$ cat config.mk
export PLATFORM = sky130hd
export DESIGN_NAME = pistb_top
export DESIGN_NICKNAME = d
export VERILOG_FILES = /design/src/pistb_tbdiv.v /design/src/pistb_top.v
export VERILOG_INCLUDE_DIRS = /design/src
export SDC_FILE = /design/constraint.sdc
export NUM_CORES = 1
export LEC_CHECK = 0
export ABC_AREA = 0
export ABC_CLOCK_PERIOD_IN_PS = 2300
export BUFFER_PORTS_ARGS = -buffer_cell sky130_fd_sc_hd__buf_2
export CAP_MARGIN = 20
export CORE_MARGIN = 2
export CORE_UTILIZATION = 55
export CTS_CLUSTER_DIAMETER = 30
export DETAILED_ROUTE_END_ITERATION = 8
export PLACE_DENSITY = 0.8
export SYNTH_ARGS = -nofsm -noshare
export SYNTH_HDL_FRONTEND = slang
export SYNTH_HIERARCHICAL = 1
export SYNTH_SLANG_ARGS = --single-unit
$ cat constraint.sdc
create_clock -name clk -period 2.3 [get_ports clk]
set_clock_uncertainty 0.1 [all_clocks]
set_input_delay 0.115 -clock clk [delete_from_list [all_inputs] [get_ports clk]]
set_output_delay 0.115 -clock clk [all_outputs]
set_load 0.01 [all_outputs]
$ cat src/pistb_map.vh
`ifndef PISTB_MAP_VH
`define PISTB_MAP_VH

// ==========================================
// Register offsets (byte addresses on APB)
// ==========================================
`define PISTB_OFF_PSC_CTRL      8'h00
`define PISTB_OFF_TB0_CTRL      8'h04
`define PISTB_OFF_TB1_CTRL      8'h08
`define PISTB_OFF_IRQ_EN        8'h0C
`define PISTB_OFF_IRQ_FLAG      8'h10
`define PISTB_OFF_TMR_GROUP     8'h14
`define PISTB_OFF_CORE_STAT     8'h18

// ==========================================
// Prescaler control fields
// ==========================================
`define PISTB_PSC_EN_BIT        2
`define PISTB_PSC_SEL_HI        1
`define PISTB_PSC_SEL_LO        0
`define PISTB_PSC_SEL_SYS       2'b00
`define PISTB_PSC_SEL_SYS4      2'b01
`define PISTB_PSC_RESET         3'h0
`define PISTB_SYS_DIV           4

// ==========================================
// Time base control fields
// ==========================================
`define PISTB_TB_RUN_BIT        7
`define PISTB_TB_DIV_HI         2
`define PISTB_TB_DIV_LO         0
`define PISTB_TB_RESET          4'h0
`define PISTB_TB_MIN_EXP        8
`define PISTB_TB_CNT_W          15

// ==========================================
// Interrupt enable register bits
// ==========================================
`define PISTB_EN_GLOBAL         0
`define PISTB_EN_CONV           1
`define PISTB_EN_EEPROM         2
`define PISTB_EN_TB0            3
`define PISTB_EN_TB1            4
`define PISTB_EN_SHARED         5
`define PISTB_EN_SERIAL         6
`define PISTB_EN_RESET          7'h00

// ==========================================
// Flag register bits, also vector numbers
// ==========================================
`define PISTB_VEC_CONV          0
`define PISTB_VEC_SHARED        1
`define PISTB_VEC_EEPROM        2
`define PISTB_VEC_TB0           3
`define PISTB_VEC_TB1           4
`define PISTB_VEC_SERIAL        5
`define PISTB_NUM_SRC           6
`define PISTB_FLAG_RESET        6'h00

// ==========================================
// Timer group register: flags 7:4, enables 3:0
// ==========================================
`define PISTB_TMR_FLAG_LO       4
`define PISTB_TMR_RESET         8'h00

`endif

$ cat src/pistb_tbdiv.v
`timescale 1ns/1ps

// ==========================================
// Time base divider: one per time base
// ==========================================
module pistb_tbdiv #(
    parameter CNT_W   = 15,
    parameter MIN_EXP = 8
) (
    input  wire       clk,
    input  wire       reset,
    input  wire       psc_tick,
    input  wire       run,
    input  wire [2:0] div_sel,
    output reg        overflow
);

    // Free counter of prescaler ticks
    reg  [CNT_W-1:0] count;
    // Mask of the low bits that must all be ones
    wire [CNT_W-1:0] limit_mask;
    wire             at_limit;

    // Ratio 2^(MIN_EXP+sel); the mask spans that many bits
    assign limit_mask = ({CNT_W{1'b1}} >> (CNT_W - MIN_EXP - div_sel));
    assign at_limit   = ((count & limit_mask) == limit_mask);

    // ==========================================
    // Counter and overflow pulse
    // ==========================================
    always @(posedge clk or posedge reset) begin
        if (reset) begin
            count    <= {CNT_W{1'b0}};
            overflow <= 1'b0;
        end else if (!run) begin
            // Stopped: restart from zero so the first period is whole
            count    <= {CNT_W{1'b0}};
            overflow <= 1'b0;
        end else begin
            overflow <= psc_tick & at_limit;
            if (psc_tick) begin
                count <= count + {{(CNT_W-1){1'b0}}, 1'b1};
            end
        end
    end

endmodule

$ cat src/pistb_top.v
`timescale 1ns/1ps
`include "pistb_map.vh"

module pistb_top (
    input  wire        clk,
    input  wire        reset,
    // APB slave
    input  wire        psel,
    input  wire        penable,
    input  wire        pwrite,
    input  wire [7:0]  paddr,
    input  wire [31:0] pwdata,
    output reg  [31:0] prdata,
    output reg         pready,
    output reg         pslverr,
    // Source events, one-cycle pulses
    input  wire        adc_done,
    input  wire        eeprom_write_end,
    input  wire [1:0]  timer_match_a,
    input  wire [1:0]  timer_match_p,
    input  wire        serial_byte_done,
    input  wire        serial_addr_match,
    input  wire        serial_bus_timeout,
    input  wire        sub_clock_tick,
    // Core sequencer side
    input  wire        stack_full,
    input  wire        vector_taken,
    input  wire        interrupt_return,
    output reg         irq_request,
    output reg  [2:0]  irq_vector,
    output reg         wakeup
);

    // ==========================================
    // Registers
    // ==========================================
    reg  [2:0] prescaler_control;    // Enable and source select
    reg  [7:0] time_base_0_control;  // Run bit and ratio
    reg  [7:0] time_base_1_control;
    reg  [6:0] irq_enable;           // Global and source enables
    reg  [5:0] irq_flag;             // Request flags per vector
    reg  [7:0] timer_group;          // Timer flags and enables
    reg  [1:0] sys_div_count;        // System clock divide by four
    reg        sys_div_tick;
    reg  [5:0] flag_prev;            // For rising-edge wake-up
    reg  [3:0] tmr_flag_prev;

    // Convenience names for enables
    wire       global_interrupt_enable = irq_enable[`PISTB_EN_GLOBAL];
    wire       converter_irq_enable    = irq_enable[`PISTB_EN_CONV];
    wire       eeprom_irq_enable       = irq_enable[`PISTB_EN_EEPROM];
    wire       time_base0_irq_enable   = irq_enable[`PISTB_EN_TB0];
    wire       time_base1_irq_enable   = irq_enable[`PISTB_EN_TB1];
    wire       shared_group_enable     = irq_enable[`PISTB_EN_SHARED];
    wire       serial_iface_irq_enable = irq_enable[`PISTB_EN_SERIAL];

    // Prescaler fields
    wire       prescaler_clock_enable  = prescaler_control[`PISTB_PSC_EN_BIT];
    wire [1:0] prescaler_source_select =
        prescaler_control[`PISTB_PSC_SEL_HI:`PISTB_PSC_SEL_LO];

    // Timer group fields: bits 3:0 enables, 7:4 flags
    wire [3:0] tmr_enable = timer_group[3:0];
    wire [3:0] tmr_flag   = timer_group[7:4];

    // ==========================================
    // APB decode
    // ==========================================
    wire       apb_setup  = psel & ~penable;
    wire       apb_access = psel & penable & pready;
    wire       apb_write  = apb_access & pwrite;
    wire       hit_psc    = (paddr == `PISTB_OFF_PSC_CTRL);
    wire       hit_tb0    = (paddr == `PISTB_OFF_TB0_CTRL);
    wire       hit_tb1    = (paddr == `PISTB_OFF_TB1_CTRL);
    wire       hit_en     = (paddr == `PISTB_OFF_IRQ_EN);
    wire       hit_flag   = (paddr == `PISTB_OFF_IRQ_FLAG);
    wire       hit_tmr    = (paddr == `PISTB_OFF_TMR_GROUP);
    wire       hit_stat   = (paddr == `PISTB_OFF_CORE_STAT);
    wire       hit_any    = hit_psc | hit_tb0 | hit_tb1 | hit_en
                          | hit_flag | hit_tmr | hit_stat;

    // ==========================================
    // Prescaler tick selection
    // ==========================================
    reg        prescaler_clock;      // One-cycle enable at the chosen rate
    wire       tb0_overflow;
    wire       tb1_overflow;

    // Divide-by-four enable for the middle source
    always @(posedge clk or posedge reset) begin
        if (reset) begin
            sys_div_count <= 2'b00;
            sys_div_tick  <= 1'b0;
        end else begin
            sys_div_count <= sys_div_count + 2'b01;
            sys_div_tick  <= (sys_div_count == (`PISTB_SYS_DIV - 1));
        end
    end

    // Source mux, gated by the prescaler enable
    always @* begin
        if (!prescaler_clock_enable) begin
            prescaler_clock = 1'b0;
        end else if (prescaler_source_select == `PISTB_PSC_SEL_SYS) begin
            prescaler_clock = 1'b1;
        end else if (prescaler_source_select == `PISTB_PSC_SEL_SYS4) begin
            prescaler_clock = sys_div_tick;
        end else begin
            // Sub clock arrives as an enable pulse from outside
            prescaler_clock = sub_clock_tick;
        end
    end

    // ==========================================
    // Time base dividers
    // ==========================================
    // ratio field per base
    pistb_tbdiv #(
        .CNT_W   (`PISTB_TB_CNT_W),
        .MIN_EXP (`PISTB_TB_MIN_EXP)
    ) u_tb0 (
        .clk      (clk),
        .reset    (reset),
        .psc_tick (prescaler_clock),
        .run      (time_base_0_control[`PISTB_TB_RUN_BIT]),
        .div_sel  (time_base_0_control[`PISTB_TB_DIV_HI:`PISTB_TB_DIV_LO]),
        .overflow (tb0_overflow)
    );

    pistb_tbdiv #(
        .CNT_W   (`PISTB_TB_CNT_W),
        .MIN_EXP (`PISTB_TB_MIN_EXP)
    ) u_tb1 (
        .clk      (clk),
        .reset    (reset),
        .psc_tick (prescaler_clock),
        .run      (time_base_1_control[`PISTB_TB_RUN_BIT]),
        .div_sel  (time_base_1_control[`PISTB_TB_DIV_HI:`PISTB_TB_DIV_LO]),
        .overflow (tb1_overflow)
    );

    // ==========================================
    // Flag set, service clear and software write
    // ==========================================
    wire [3:0] tmr_event = {timer_match_a[1], timer_match_p[1],
                            timer_match_a[0], timer_match_p[0]};
    reg  [5:0] set_flag;             // Hardware sets this cycle
    reg  [5:0] svc_clear;            // Clear from a taken vector
    reg  [5:0] next_irq_flag;
    reg  [3:0] next_tmr_flag;

    always @* begin
        set_flag = 6'h00;
        set_flag[`PISTB_VEC_CONV]   = adc_done;
        set_flag[`PISTB_VEC_SHARED] = |tmr_event;
        set_flag[`PISTB_VEC_EEPROM] = eeprom_write_end;
        set_flag[`PISTB_VEC_TB0]    = tb0_overflow;
        set_flag[`PISTB_VEC_TB1]    = tb1_overflow;
        set_flag[`PISTB_VEC_SERIAL] = serial_byte_done | serial_addr_match
                                    | serial_bus_timeout;
        // Service clears only the flag of the vector taken
        svc_clear = 6'h00;
        if (vector_taken && irq_request) begin
            svc_clear[irq_vector] = 1'b1;
        end
        // Software writes replace the value; hardware set wins
        next_irq_flag = irq_flag & ~svc_clear;
        if (apb_write && hit_flag) begin
            next_irq_flag = pwdata[5:0];
        end
        next_irq_flag = next_irq_flag | set_flag;
        next_tmr_flag = tmr_flag;
        if (apb_write && hit_tmr) begin
            next_tmr_flag = pwdata[7:4];
        end
        next_tmr_flag = next_tmr_flag | tmr_event;
    end

    // ==========================================
    // Pending request and priority
    // ==========================================
    reg  [5:0] pend;                 // Flag and source enable both set; shared also needs an enabled timer flag
    reg        next_irq_request;
    reg  [2:0] next_irq_vector;
    integer    i;

    always @* begin
        pend = 6'h00;
        pend[`PISTB_VEC_CONV]   = irq_flag[`PISTB_VEC_CONV]
                                & converter_irq_enable;
        pend[`PISTB_VEC_SHARED] = irq_flag[`PISTB_VEC_SHARED]
                                & shared_group_enable
                                & (|(tmr_flag & tmr_enable));
        pend[`PISTB_VEC_EEPROM] = irq_flag[`PISTB_VEC_EEPROM]
                                & eeprom_irq_enable;
        pend[`PISTB_VEC_TB0]    = irq_flag[`PISTB_VEC_TB0]
                                & time_base0_irq_enable;
        pend[`PISTB_VEC_TB1]    = irq_flag[`PISTB_VEC_TB1]
                                & time_base1_irq_enable;
        pend[`PISTB_VEC_SERIAL] = irq_flag[`PISTB_VEC_SERIAL]
                                & serial_iface_irq_enable;
        // Lowest index wins; scan from the top down
        next_irq_vector = 3'd0;
        for (i = `PISTB_NUM_SRC - 1; i >= 0; i = i - 1) begin
            if (pend[i]) begin
                next_irq_vector = i[2:0];
            end
        end
        // stack full holds request
        // Dropped in the taking cycle so one request is never taken twice
        next_irq_request = global_interrupt_enable & ~stack_full
                         & (|pend) & ~(vector_taken & irq_request);
    end

    // ==========================================
    // Register file and sequencer state
    // ==========================================
    always @(posedge clk or posedge reset) begin
        if (reset) begin
            prescaler_control   <= `PISTB_PSC_RESET;
            time_base_0_control <= {`PISTB_TB_RESET, `PISTB_TB_RESET};
            time_base_1_control <= {`PISTB_TB_RESET, `PISTB_TB_RESET};
            irq_enable          <= `PISTB_EN_RESET;
            irq_flag            <= `PISTB_FLAG_RESET;
            timer_group         <= `PISTB_TMR_RESET;
            irq_request         <= 1'b0;
            irq_vector          <= 3'd0;
        end else begin
            irq_flag            <= next_irq_flag;
            timer_group[7:4]    <= next_tmr_flag;
            irq_request         <= next_irq_request;
            irq_vector          <= next_irq_vector;
            if (apb_write && hit_psc) begin
                prescaler_control <= pwdata[2:0];
            end
            // Only the run bit and ratio field are stored
            if (apb_write && hit_tb0) begin
                time_base_0_control <= {pwdata[7], 4'h0, pwdata[2:0]};
            end
            if (apb_write && hit_tb1) begin
                time_base_1_control <= {pwdata[7], 4'h0, pwdata[2:0]};
            end
            if (apb_write && hit_tmr) begin
                timer_group[3:0] <= pwdata[3:0];
            end
            // Global enable: software, then service clear, then return
            if (apb_write && hit_en) begin
                irq_enable <= pwdata[6:0];
            end
            if (vector_taken && irq_request) begin
                irq_enable[`PISTB_EN_GLOBAL] <= 1'b0;
            end
            if (interrupt_return) begin
                irq_enable[`PISTB_EN_GLOBAL] <= 1'b1;
            end
        end
    end

    // ==========================================
    // Wake-up on any flag rising
    // ==========================================
    always @(posedge clk or posedge reset) begin
        if (reset) begin
            flag_prev     <= `PISTB_FLAG_RESET;
            tmr_flag_prev <= 4'h0;
            wakeup        <= 1'b0;
        end else begin
            flag_prev     <= irq_flag;
            tmr_flag_prev <= tmr_flag;
            wakeup        <= (|(irq_flag & ~flag_prev))
                           | (|(tmr_flag & ~tmr_flag_prev));
        end
    end

    // ==========================================
    // APB answer: one wait-free access phase
    // ==========================================
    reg  [31:0] read_mux;

    // Read data selection; unused bits read as zero
    always @* begin
        read_mux = 32'h0000_0000;
        if (hit_psc) begin
            read_mux[2:0] = prescaler_control;
        end else if (hit_tb0) begin
            read_mux[7:0] = time_base_0_control;
        end else if (hit_tb1) begin
            read_mux[7:0] = time_base_1_control;
        end else if (hit_en) begin
            read_mux[6:0] = irq_enable;
        end else if (hit_flag) begin
            read_mux[5:0] = irq_flag;
        end else if (hit_tmr) begin
            read_mux[7:0] = timer_group;
        end else if (hit_stat) begin
            // Core-facing state for software debug
            read_mux[4:0] = {stack_full, irq_vector, irq_request};
        end
    end

    // Ready rises in the access phase and drops after it
    always @(posedge clk or posedge reset) begin
        if (reset) begin
            pready  <= 1'b0;
            pslverr <= 1'b0;
            prdata  <= 32'h0000_0000;
        end else begin
            pready  <= apb_setup;
            // Unmapped address: error, write dropped, read zero
            pslverr <= apb_setup & ~hit_any;
            if (apb_setup && !pwrite) begin
                prdata <= read_mux;
            end else if (apb_access) begin
                prdata <= 32'h0000_0000;
            end
        end
    end

endmodule

==> results.sh, run 1 <==
export IMPL_dpl_hpwl_mm=7.50
export IMPL_grt_overflow=0
export IMPL_grt_max_degree=61
export IMPL_hp_class="in -> reg"
export IMPL_synth_most_common_cell="dfrtp_1"
export IMPL_slowest_stage="or4_1"
export IMPL_power_total_mw=3.04
export IMPL_yosysWarnings=6
export IMPL_netlist_area_leader_share_pct=47.9
export IMPL_syn_avg_cell_area_sq_um=10.1
export IMPL_clk_path_buf_depth=2
export IMPL_crit_fanout=9
export IMPL_clockPowerShare_pct=39.5
export IMPL_ant_nets=0
export IMPL_switching_share_pct=22.9
export IMPL_fin_crit_ns=2.14
export IMPL_max_freq_ghz=0.467
export IMPL_core_sq_um=8590
export IMPL_crit_chain="inv_1, o21ai_0, a31oi_2, or2b_2, nand4_4, or4_1, a21oi_1"
export IMPL_ys_ff_latch=92
export IMPL_worstPathArrival_ns=2.33
export IMPL_drt_iter0_markers=256
export IMPL_htreeDepth=3
export IMPL_stdcell_count=661
export IMPL_synth_area_leaders="dfrtp_1, mux2_2, buf_4"
export IMPL_fin_nets=609
export IMPL_slowest_delay_ns=0.53
export IMPL_whs_path_depth=2
export IMPL_peakVddDrop_v=0.000302
export IMPL_io_pins=97
export IMPL_avgViaCountPerCell=5.91
export IMPL_synth_area_sq_um=4810
export IMPL_p_switching_mw=0.695
export IMPL_cp_start_kind="flop"
export IMPL_grt_usage_pct=23.9
export IMPL_antenna_found_initial=0
export IMPL_drcViolationCount=0
export IMPL_grt_pass1_vias=3758
export IMPL_slew_headroom_pct=51.0
export IMPL_drt_pass1_iter_count=5
export IMPL_dieArea_sq_um=9500
export IMPL_maxSlewViolCount=0
export IMPL_seq_power_share_pct=53.6
export IMPL_worst_r2r_path_depth=7
export IMPL_synth_common_cells="dfrtp_1, inv_1, nor2_1"
export IMPL_chipWidth_um=97.5
export IMPL_hold_violations=0
export IMPL_worstReg2RegStart="prescaler_control[1]$_DFFE_PP0P_"
export IMPL_port_buffers=48
export IMPL_gp_congestion=0.895
export IMPL_p_comb_share_pct=6.9
export IMPL_end_kind="flop"
export IMPL_power_density_nw_per_um2=551
export IMPL_cts_buffers_inserted=9
export IMPL_synth_edf_count=0
export IMPL_fin_hold_ws_ns=0.0383
export IMPL_clk_pin_slew_ns=0.09
export IMPL_worst_path_buf_inv=1
export IMPL_yosysTopAreaCell="dfrtp_1"
export IMPL_wire_per_inst_um=16.9
export IMPL_cts_sinks=92
export IMPL_startpoint="prescaler_control[1]$_DFFE_PP0P_"
export IMPL_period_share_pct=93.1
export IMPL_ys_types=65
export IMPL_num_antenna_cells=0
export IMPL_synthCells=476
export IMPL_p_leak_nw=2.53
export IMPL_max_cap_viol_count=0
export IMPL_dr_total_vias=3907
export IMPL_worst_setup_path_type="reg -> reg"
export IMPL_cts_root_buf="clkbuf_8"
export IMPL_cp_num_cells=7
export IMPL_required_ns=2.48
export IMPL_cts_tree="done"
export IMPL_grt_pass1_wl_mm=18.5
export IMPL_dp_cells=622
export IMPL_hold_path_startpoint="pwdata[0]"
export IMPL_crit_family="simple AND/OR/NAND/NOR gates"
export IMPL_synth_seq_area_share_pct=47.9
export IMPL_setup_viol=0
export IMPL_worstMarginPinSlew_ns=0.735
export IMPL_drive_gt1_share_pct=20.4
export IMPL_p_int_mw=2.35
export IMPL_synth_flop_cell="dfrtp_1"
export IMPL_area_delta_synth_final_pct=14.9
export IMPL_status="complete, no violations"
export IMPL_clock_latency_ns=0.36
export IMPL_die_height_um=97.5
export IMPL_initial_core_util_pct=55.9
export IMPL_rows=34
export IMPL_ys_async_sr_fraction_pct=100
export IMPL_finalWirelength_mm=11.2
## state kept, by name, indices dropped and copies added (netlist names), 2 cells and up
signal / flops
u_tb1/count: 15
irq_vector: 3
prdata: 8
time_base_0_control: 4
prescaler_control: 3
flag_prev: 6
tmr_flag_prev: 4
u_tb0/count: 15
irq_flag: 6
time_base_1_control: 4
timer_group: 8
sys_div_count: 2
irq_enable: 7
## routing by layer
metal / GRT usage [%] / part of all wire [%] / vias to the layer above
li1: - / - / 1818
met1: 31.7 / 41 / 1871
met2: 38.7 / 48 / 187
met3: 4.89 / 7.8 / 31
met4: 9.62 / 3.2 / 0
met5: 0 / 0 / -
## through the flow
stage | setup WS, ns | util [%] | instance area (sq um) | setup TNS (ns)
global placement | 0.167 | 58.9 | 5060 | 0
finish | 0.158 | 64.3 | 5520 | 0
global route | -0.0191 | 64.3 | 5520 | -0.0270
CTS | 0.0393 | 64.1 | 5510 | 0
detailed placement | 0.0661 | 58.9 | 5060 | 0
floorplan | 0.337 | - | 4890 | 0
## power groups by stage
stage | combinational [mW] | clock, mW | sequential [mW]
after floorplan | 0.136 | 0 | 1.66
after global placement | 0.175 | 0 | 1.66
after detailed placement | 0.178 | 0 | 1.66
after CTS | 0.205 | 1.23 | 1.63
after global routing | 0.230 | 1.31 | 1.63
final | 0.209 | 1.20 | 1.63
## final timing paths
| check | to | slack (ns) |
|---|---|---|
| setup / recovery | u_tb1/count[13]$_DFFE_PP0P_ | 0.16 |
| hold / removal | irq_flag[0]$_DFF_PP0_ | 0.04 |
| setup reg to reg | u_tb1/count[13]$_DFFE_PP0P_ | 0.16 |
| hold reg to reg | sys_div_count[0]$_DFF_PP0_ | 0.34 |
| max in group asynchronous | prdata[2]$_DFFE_PP0P_ | 1.19 |
| min in group asynchronous | u_tb1/count[3]$_DFFE_PP0P_ | 0.29 |
## placed cells by master, fill, tap and decap left out, drive strengths merged, types with 3 or more instances in the layout
| master | synthesis | final |
|---|---|---|
| a211o | 10 | 10 |
| a211oi | 5 | 5 |
| a21oi | 29 | 29 |
| a221oi | 3 | 3 |
| a222oi | 3 | 3 |
| a22oi | 7 | 7 |
| and3 | 7 | 7 |
| buf | 30 | 54 |
| clkbuf | 8 | 11 |
| conb | 1 | 24 |
| dfrtp | 92 | 92 |
| dlygate4sd3 | 0 | 22 |
| ha | 3 | 3 |
| inv | 37 | 38 |
| mux2 | 20 | 20 |
| mux2i | 5 | 5 |
| nand2 | 24 | 24 |
| nand2b | 12 | 12 |
| nand3 | 15 | 15 |
| nand4 | 12 | 12 |
| nor2 | 37 | 37 |
| nor2b | 5 | 5 |
| nor3 | 4 | 4 |
| nor4 | 3 | 3 |
| o21ai | 22 | 22 |
| o22ai | 5 | 5 |
| o31ai | 17 | 17 |
| or3 | 11 | 11 |
| or4 | 9 | 9 |
| xor2 | 10 | 10 |
## kinds of logic (layout without fill, tap and decap cells)
family,count (synthesis),after routing,synth area share [%]
muxes,25,25,5.73
AOI/OAI and AO/OA,117,117,16.4
adders and majority gates,3,3,0.781
xor gates and xnor gates,12,12,2.19
buffers and inverters,75,129,7.97
and+or+nand+nor,151,151,19.0
other,1,24,0.0780
DFF,92,92,47.9
## timing repair
item | CTS | global route
setup endpoints to repair | 0 | 10
hold buffers | 22 | 0
resized for setup | 0 | 2
hold endpoints to repair | 121 | 0
setup buffers | 0 | 1
## layout make-up
type,count,area [sq um]
clock buffer,11,141
clock inverter,5,83.8
fill,687,3070
inverter,37,139
multi-input combinational,332,2220
sequential,92,2300
tap,108,135
timing repair buffer,76,505
No activity file was read; power rests on OpenSTA's default activity.
==> inputs of run 2 (changes only) <==
ABC_AREA = 1   (was 0)
PLACE_DENSITY = 0.79   (was 0.8)
==> run 2 against run 1 <==
Effect of this change:
- count of clock-buffer cells in the layout down 2
- total power is 4.1% lower
- non-clock buffer count increased by 5
- worst hold slack improved by 0.079 ns
- synthesized area up 4.2%
- combinational power is 7% lower
- cell count grew 23%
- sequential share of layout area fell by 1.9 points
- critical path type is now in -> reg
- largest cell class unchanged
- largest power group unchanged
- highest routed layer unchanged
==> results.sh, run 2 <==
export IMPL_power_total_mw=2.92
export IMPL_peakVddDrop_v=0.000419
export IMPL_worstMarginPinSlew_ns=0.748
export IMPL_synth_common_cells="nand2_1, dfrtp_1, inv_1"
export IMPL_synthCells=614
export IMPL_grt_usage_pct=24.7
export IMPL_io_pins=97
export IMPL_p_switching_mw=0.792
export IMPL_grt_pass1_wl_mm=19.6
export IMPL_cp_start_kind="input pin"
export IMPL_clk_pin_slew_ns=0.11
export IMPL_p_int_mw=2.12
export IMPL_crit_fanout=8
export IMPL_status="complete, no violations"
export IMPL_required_ns=2.47
export IMPL_drcViolationCount=0
export IMPL_dieArea_sq_um=9880
export IMPL_initial_core_util_pct=57.1
export IMPL_finalWirelength_mm=11.5
export IMPL_tns_ns=0
export IMPL_cts_buffers_inserted=9
export IMPL_power_density_nw_per_um2=504
export IMPL_synth_edf_count=0
export IMPL_clk_path_buf_depth=2
export IMPL_layout_common_cells="nand2_1, dfrtp_1, inv_1"
export IMPL_grt_overflow=0
export IMPL_seqCellArea_sq_um=2300
export IMPL_fin_nets=762
export IMPL_dr_total_vias=4312
export IMPL_ys_ff_latch=92
export IMPL_seq_power_share_pct=55.8
export IMPL_hp_class="in -> reg"
export IMPL_cts_setup_buffers=0
export IMPL_worstReg2RegStart="pready$_DFF_PP0_"
export IMPL_clockPowerShare_pct=37.5
export IMPL_grt_max_degree=61
export IMPL_area_delta_synth_final_pct=15.4
export IMPL_num_antenna_cells=0
export IMPL_synth_area_sq_um=5010
export IMPL_clock_latency_ns=0.38
export IMPL_period_share_pct=93.5
export IMPL_multi_input_area_sq_um=2240
export IMPL_synth_most_common_cell="nand2_1"
export IMPL_p_leak_nw=2.81
export IMPL_worstPathArrival_ns=2.32
export IMPL_fin_hold_ws_ns=0.117
export IMPL_dpl_hpwl_mm=8.31
export IMPL_die_height_um=99.4
export IMPL_rsz0062_at_grt="no"
export IMPL_r2r_end="irq_flag[5]$_DFF_PP0_"
export IMPL_port_buffers=48
export IMPL_drive_gt1_share_pct=16.6
export IMPL_synth_flop_cell="dfrtp_1"
export IMPL_top_regs="u_tb0/count (15), u_tb1/count (15)"
export IMPL_max_cap_viol_count=0
export IMPL_yosysTopAreaCell="dfrtp_1"
export IMPL_end_kind="flop"
export IMPL_regToRegSetupSlack_ns=0.16
export IMPL_final_common_cell="nand2_1"
export IMPL_wire_per_inst_um=14.1
export IMPL_avgViaCountPerCell=5.30
export IMPL_chipWidth_um=99.4
export IMPL_netlist_area_leader_share_pct=46.0
export IMPL_cts_sinks=92
export IMPL_p_comb_share_pct=6.6
export IMPL_startpoint="psel"
export IMPL_synth_area_leaders="dfrtp_1, nand2_1, inv_1"
export IMPL_ctsResizeCount=0
export IMPL_yosysWarnings=6
export IMPL_syn_avg_cell_area_sq_um=8.15
export IMPL_cts_root_buf="clkbuf_8"
export IMPL_htreeDepth=3
export IMPL_drt_pass1_iter_count=4
export IMPL_ys_async_sr_fraction_pct=100
export IMPL_rows=34
export IMPL_num_fill_cells=738
export IMPL_max_freq_ghz=0.465
export IMPL_antenna_found_initial=0
export IMPL_maxSlewViolCount=0
export IMPL_worst_r2r_path_depth=8
export IMPL_ys_types=38
export IMPL_setup_viol=0
export IMPL_core_sq_um=8760
export IMPL_grt_pass1_vias=4284
export IMPL_hold_violations=0
export IMPL_fin_crit_ns=2.15
export IMPL_slew_headroom_pct=50.1
export IMPL_worst_setup_path_type="in -> reg"
export IMPL_switching_share_pct=27.2
export IMPL_crit_path_end="irq_flag[5]$_DFF_PP0_"
export IMPL_cts_tree="done"
export IMPL_drt_iter0_markers=259
export IMPL_ant_nets=0
export IMPL_gp_congestion=0.874
export IMPL_synth_seq_area_share_pct=46.0
==> run 2: changes by cell type after synthesis, sizes merged, moves of 17 or more <==
| cell | previous run | this run |
|---|---|---|
| inv | 37 | 90 |
| nor2 | 37 | 83 |
| nand2 | 24 | 145 |
| mux2 | 20 | 3 |
| o21ai | 22 | 49 |
| o31ai | 17 | 0 |
==> run 2: metrics by stage <==
step	area (sq um)	util (%)	setup WS, ns	instances
4_1_cts	5780	65.9	0.206	814
3_5_place_dp	5290	60.4	0.522	769
3_3_place_gp	5290	60.4	0.566	769
2_1_floorplan	5100	-	0.380	637
5_1_grt	5780	65.9	0.0512	814
6_report	5780	65.9	0.150	814
==> run 2: power groups by stage <==
| stage | Sequential (mW) | Combinational, mW | Clock [mW] |
|---|---|---|---|
| finish | 1.63 | 0.194 | 1.09 |
| global route | 1.63 | 0.217 | 1.18 |
| CTS | 1.63 | 0.193 | 1.12 |
| detailed placement | 1.66 | 0.159 | 0 |
| global placement | 1.66 | 0.155 | 0 |
| floorplan | 1.66 | 0.119 | 0 |
==> run 2: worst min-delay path by stage <==
| stage | slack [ns] | to | from | cells past startpoint |
|---|---|---|---|---|
| after global routing | 0.15 | irq_flag[4]$_DFF_PP0_ | vector_taken | 4 |
| after CTS | 0.09 | irq_request$_DFF_PP0_ | vector_taken | 6 |
| after detailed placement | 0.16 | u_tb0/count[2]$_DFFE_PP0P_ | reset | 2 |
| final | 0.12 | irq_request$_DFF_PP0_ | vector_taken | 6 |
| after floorplan | -0.07 | u_tb0/count[0]$_DFFE_PP0P_ | reset | 1 |
| after global placement | 0.15 | u_tb0/count[1]$_DFFE_PP0P_ | reset | 2 |
==> run 2: worst max-delay path, stage by stage <==
cell           delay (ns)
dlygate4sd3_1        0.54
buf_2                0.13
nand3_2              0.12
nor2_8               0.16
inv_2                0.10
nor2_4               0.24
inv_2                0.10
o211ai_1             0.10
o211ai_1             0.12
dlygate4sd3_1        0.58
==> run 2: routing by layer <==
metal / global-route usage, % / wire [um] / up-vias / share of wire (%)
li1: - / - / 2108 / -
met1: 30.5 / 4900 / 2045 / 43
met2: 42.3 / 5790 / 129 / 50
met3: 5.06 / 460 / 30 / 4.0
met4: 10.4 / 358 / 0 / 3.1
met5: 0 / 0 / - / 0
==> run 2: what timing repair did <==
item | in CTS | in global routing
hold buffers | 29 | 0
hold endpoints to repair | 117 | 0
setup endpoints to repair | 0 | 0
==> run 2: cell families (layout without fill, tap and decap cells) <==
group	Yosys count	count (layout)	share of synthesized area (%)
and+or+nand+nor	292	292	29.4
buffers and inverters	118	187	11.0
DFF	92	92	46.0
AOI/OAI and AO/OA	105	105	11.9
other	1	24	0.0749
adders and majority gates	3	3	0.750
muxes	3	3	0.900
==> run 2: layout make-up <==
class                   instances  area share, %
flip-flops and latches         92           39.8
multi-input cells             427           38.8
repair buffers                 81           9.70
inverters                      90           5.85
well taps                     108           2.34
clock buffers                   9           2.14
clock inverters                 7           1.30
==> inputs of run 3 (changes only) <==
CORE_ASPECT_RATIO = 1.1   (was not set)
==> run 3 against run 2 <==
Effect of this change:
- cell count grew 0.74%
- critical endpoint unchanged
- cell area up 0.84%
- largest power group unchanged
- worst hold slack better by 0.0096 ns
- fmax grew 2.1%
- die area about the same
- utilization shrank 0.27 points
==> results.sh, run 3 (synthesis gave the netlist of run 2 again) <==
export IMPL_met3_length_um=493
export IMPL_dr_total_vias=4309
export IMPL_cts_setup_buffers=0
export IMPL_area_delta_synth_final_pct=16.4
export IMPL_tns_ns=0
export IMPL_dpl_hpwl_mm=8.54
export IMPL_slowest_stage="dlygate4sd3_1"
export IMPL_end_kind="flop"
export IMPL_grt_pass1_wl_mm=19.4
export IMPL_drt_iter0_markers=206
export IMPL_worstPathArrival_ns=2.26
export IMPL_antenna_found_initial=0
export IMPL_rsz0062_at_grt="no"
export IMPL_wire_per_inst_um=14.0
export IMPL_cts_tree="done"
export IMPL_cts_hold_buffers=29
export IMPL_p_leak_nw=2.83
export IMPL_fin_crit_ns=2.11
export IMPL_ant_nets=0
export IMPL_io_pins=97
export IMPL_cts_buffers_inserted=9
export IMPL_status="complete, no violations"
export IMPL_hold_path_startpoint="penable"
export IMPL_final_common_cell="nand2_1"
export IMPL_drive_gt1_share_pct=16.3
export IMPL_dieArea_sq_um=9880
export IMPL_cts_sinks=92
export IMPL_gp_congestion=0.925
export IMPL_crit_family="buffers and inverters"
export IMPL_pre_cts_slack_ns=0.484
export IMPL_fin_nets=762
export IMPL_startpoint="pwrite"
export IMPL_layout_common_cells="nand2_1, dfrtp_1, inv_1"
export IMPL_crit_fanout=8
export IMPL_cts_root_buf="clkbuf_8"
export IMPL_grt_usage_pct=25.0
export IMPL_drcViolationCount=0
export IMPL_grt_max_degree=34
export IMPL_htreeDepth=3
export IMPL_worstReg2RegStart="pready$_DFF_PP0_"
export IMPL_required_ns=2.46
export IMPL_grt_pass1_vias=4231
export IMPL_fin_ws_ns=0.194
export IMPL_setup_viol=0
export IMPL_avgViaCountPerCell=5.25
export IMPL_crit_chain="dlygate4sd3_1, buf_2, inv_1, nor2_8, inv_2, nor2_4, inv_2, o211ai_1, o211ai_1, dlygate4sd3_1"
export IMPL_top_regs="u_tb0/count (15), u_tb1/count (15)"
export IMPL_slew_headroom_pct=58.6
export IMPL_ctsResizeCount=0
export IMPL_hold_violations=0
export IMPL_worst_setup_path_type="in -> reg"
export IMPL_wl_met1_mm=4.73
export IMPL_drt_pass1_iter_count=5
export IMPL_die_height_um=104
export IMPL_rows=36
export IMPL_cp_start_kind="input pin"
export IMPL_slowest_delay_ns=0.57
export IMPL_max_freq_ghz=0.475
export IMPL_clock_latency_ns=0.37
export IMPL_route_met2_wl_mm=5.87
export IMPL_finalWirelength_mm=11.5
export IMPL_port_buffers=48
export IMPL_worst_path_buf_inv=6
export IMPL_clk_path_buf_depth=2
export IMPL_maxSlewViolCount=0
export IMPL_max_cap_viol_count=0
export IMPL_num_antenna_cells=0
export IMPL_peakVddDrop_v=0.000326
export IMPL_chipWidth_um=95.0
export IMPL_top_layer_used="met4"
export IMPL_period_share_pct=91.6
export IMPL_worstMarginPinSlew_ns=0.621
export IMPL_core_sq_um=8870
export IMPL_power_density_nw_per_um2=524
export IMPL_clk_pin_slew_ns=0.09
export IMPL_grt_overflow=0
export IMPL_initial_core_util_pct=56.4
export IMPL_hp_class="in -> reg"
==> run 3: cell count changes in the layout (fill, tap and decap cells not counted), sizes merged <==
cell,previous run,this run
clkbuf,9,13
bufinv,0,2
clkinvlp,1,0
inv,94,90
clkinv,2,1
==> run 3: per-layer routing <==
metal	GRT usage, %	vias up
met2	42.2	138
met1	30.9	2022
met3	3.26	36
li1	-	2113
met4	12.6	0
met5	0	-
==> run 3: layout make-up <==
class | instances | area, sq um
multi-input cells | 427 | 2240
inverters | 90 | 338
clock buffers | 13 | 159
clock inverters | 3 | 68.8
well taps | 114 | 143
flip-flops and latches | 92 | 2300
fillers | 740 | 3050
repair buffers | 81 | 573
==> run 3: report_power, final <==
group | internal [mW] | switching [mW] | leakage (nW)
combinational | 0.0729 | 0.124 | 1.55
clock | 0.675 | 0.556 | 0.114
sequential | 1.62 | 0.00454 | 1.17
total | 2.37 | 0.685 | 2.83
==> run 3: worst paths after layout <==
kind | endpoint | slack, ns | cells past startpoint
worst max-delay path | irq_flag[5]$_DFF_PP0_ | 0.19 | 10
worst min-delay path | prdata[1]$_DFFE_PP0P_ | 0.13 | 6
worst max register to register | irq_flag[5]$_DFF_PP0_ | 0.20 | 8
worst min register to register | tmr_flag_prev[2]$_DFF_PP0_ | 0.28 | 0
max in group asynchronous | timer_group[6]$_DFF_PP0_ | 1.22 | 4
min in group asynchronous | u_tb1/count[12]$_DFFE_PP0P_ | 0.29 | 3
==> run 3: through the flow <==
step	area, sq um	power, mW	cells	util [%]	hold slack (ns)
after CTS	5830	3.07	820	65.7	0.0958
after floorplan	5100	1.78	637	-	-0.0713
after global placement	5310	1.82	775	59.8	0.138
final	5830	3.06	820	65.7	0.126
after detailed placement	5310	1.82	775	59.8	0.149
after global routing	5830	3.16	820	65.7	0.167
==> run 3: worst min-delay path: cells and delay by family <==
kind / cells / cell delay [ns]
simple gates: 4 / 0.29
buf+inv: 2 / 0.14
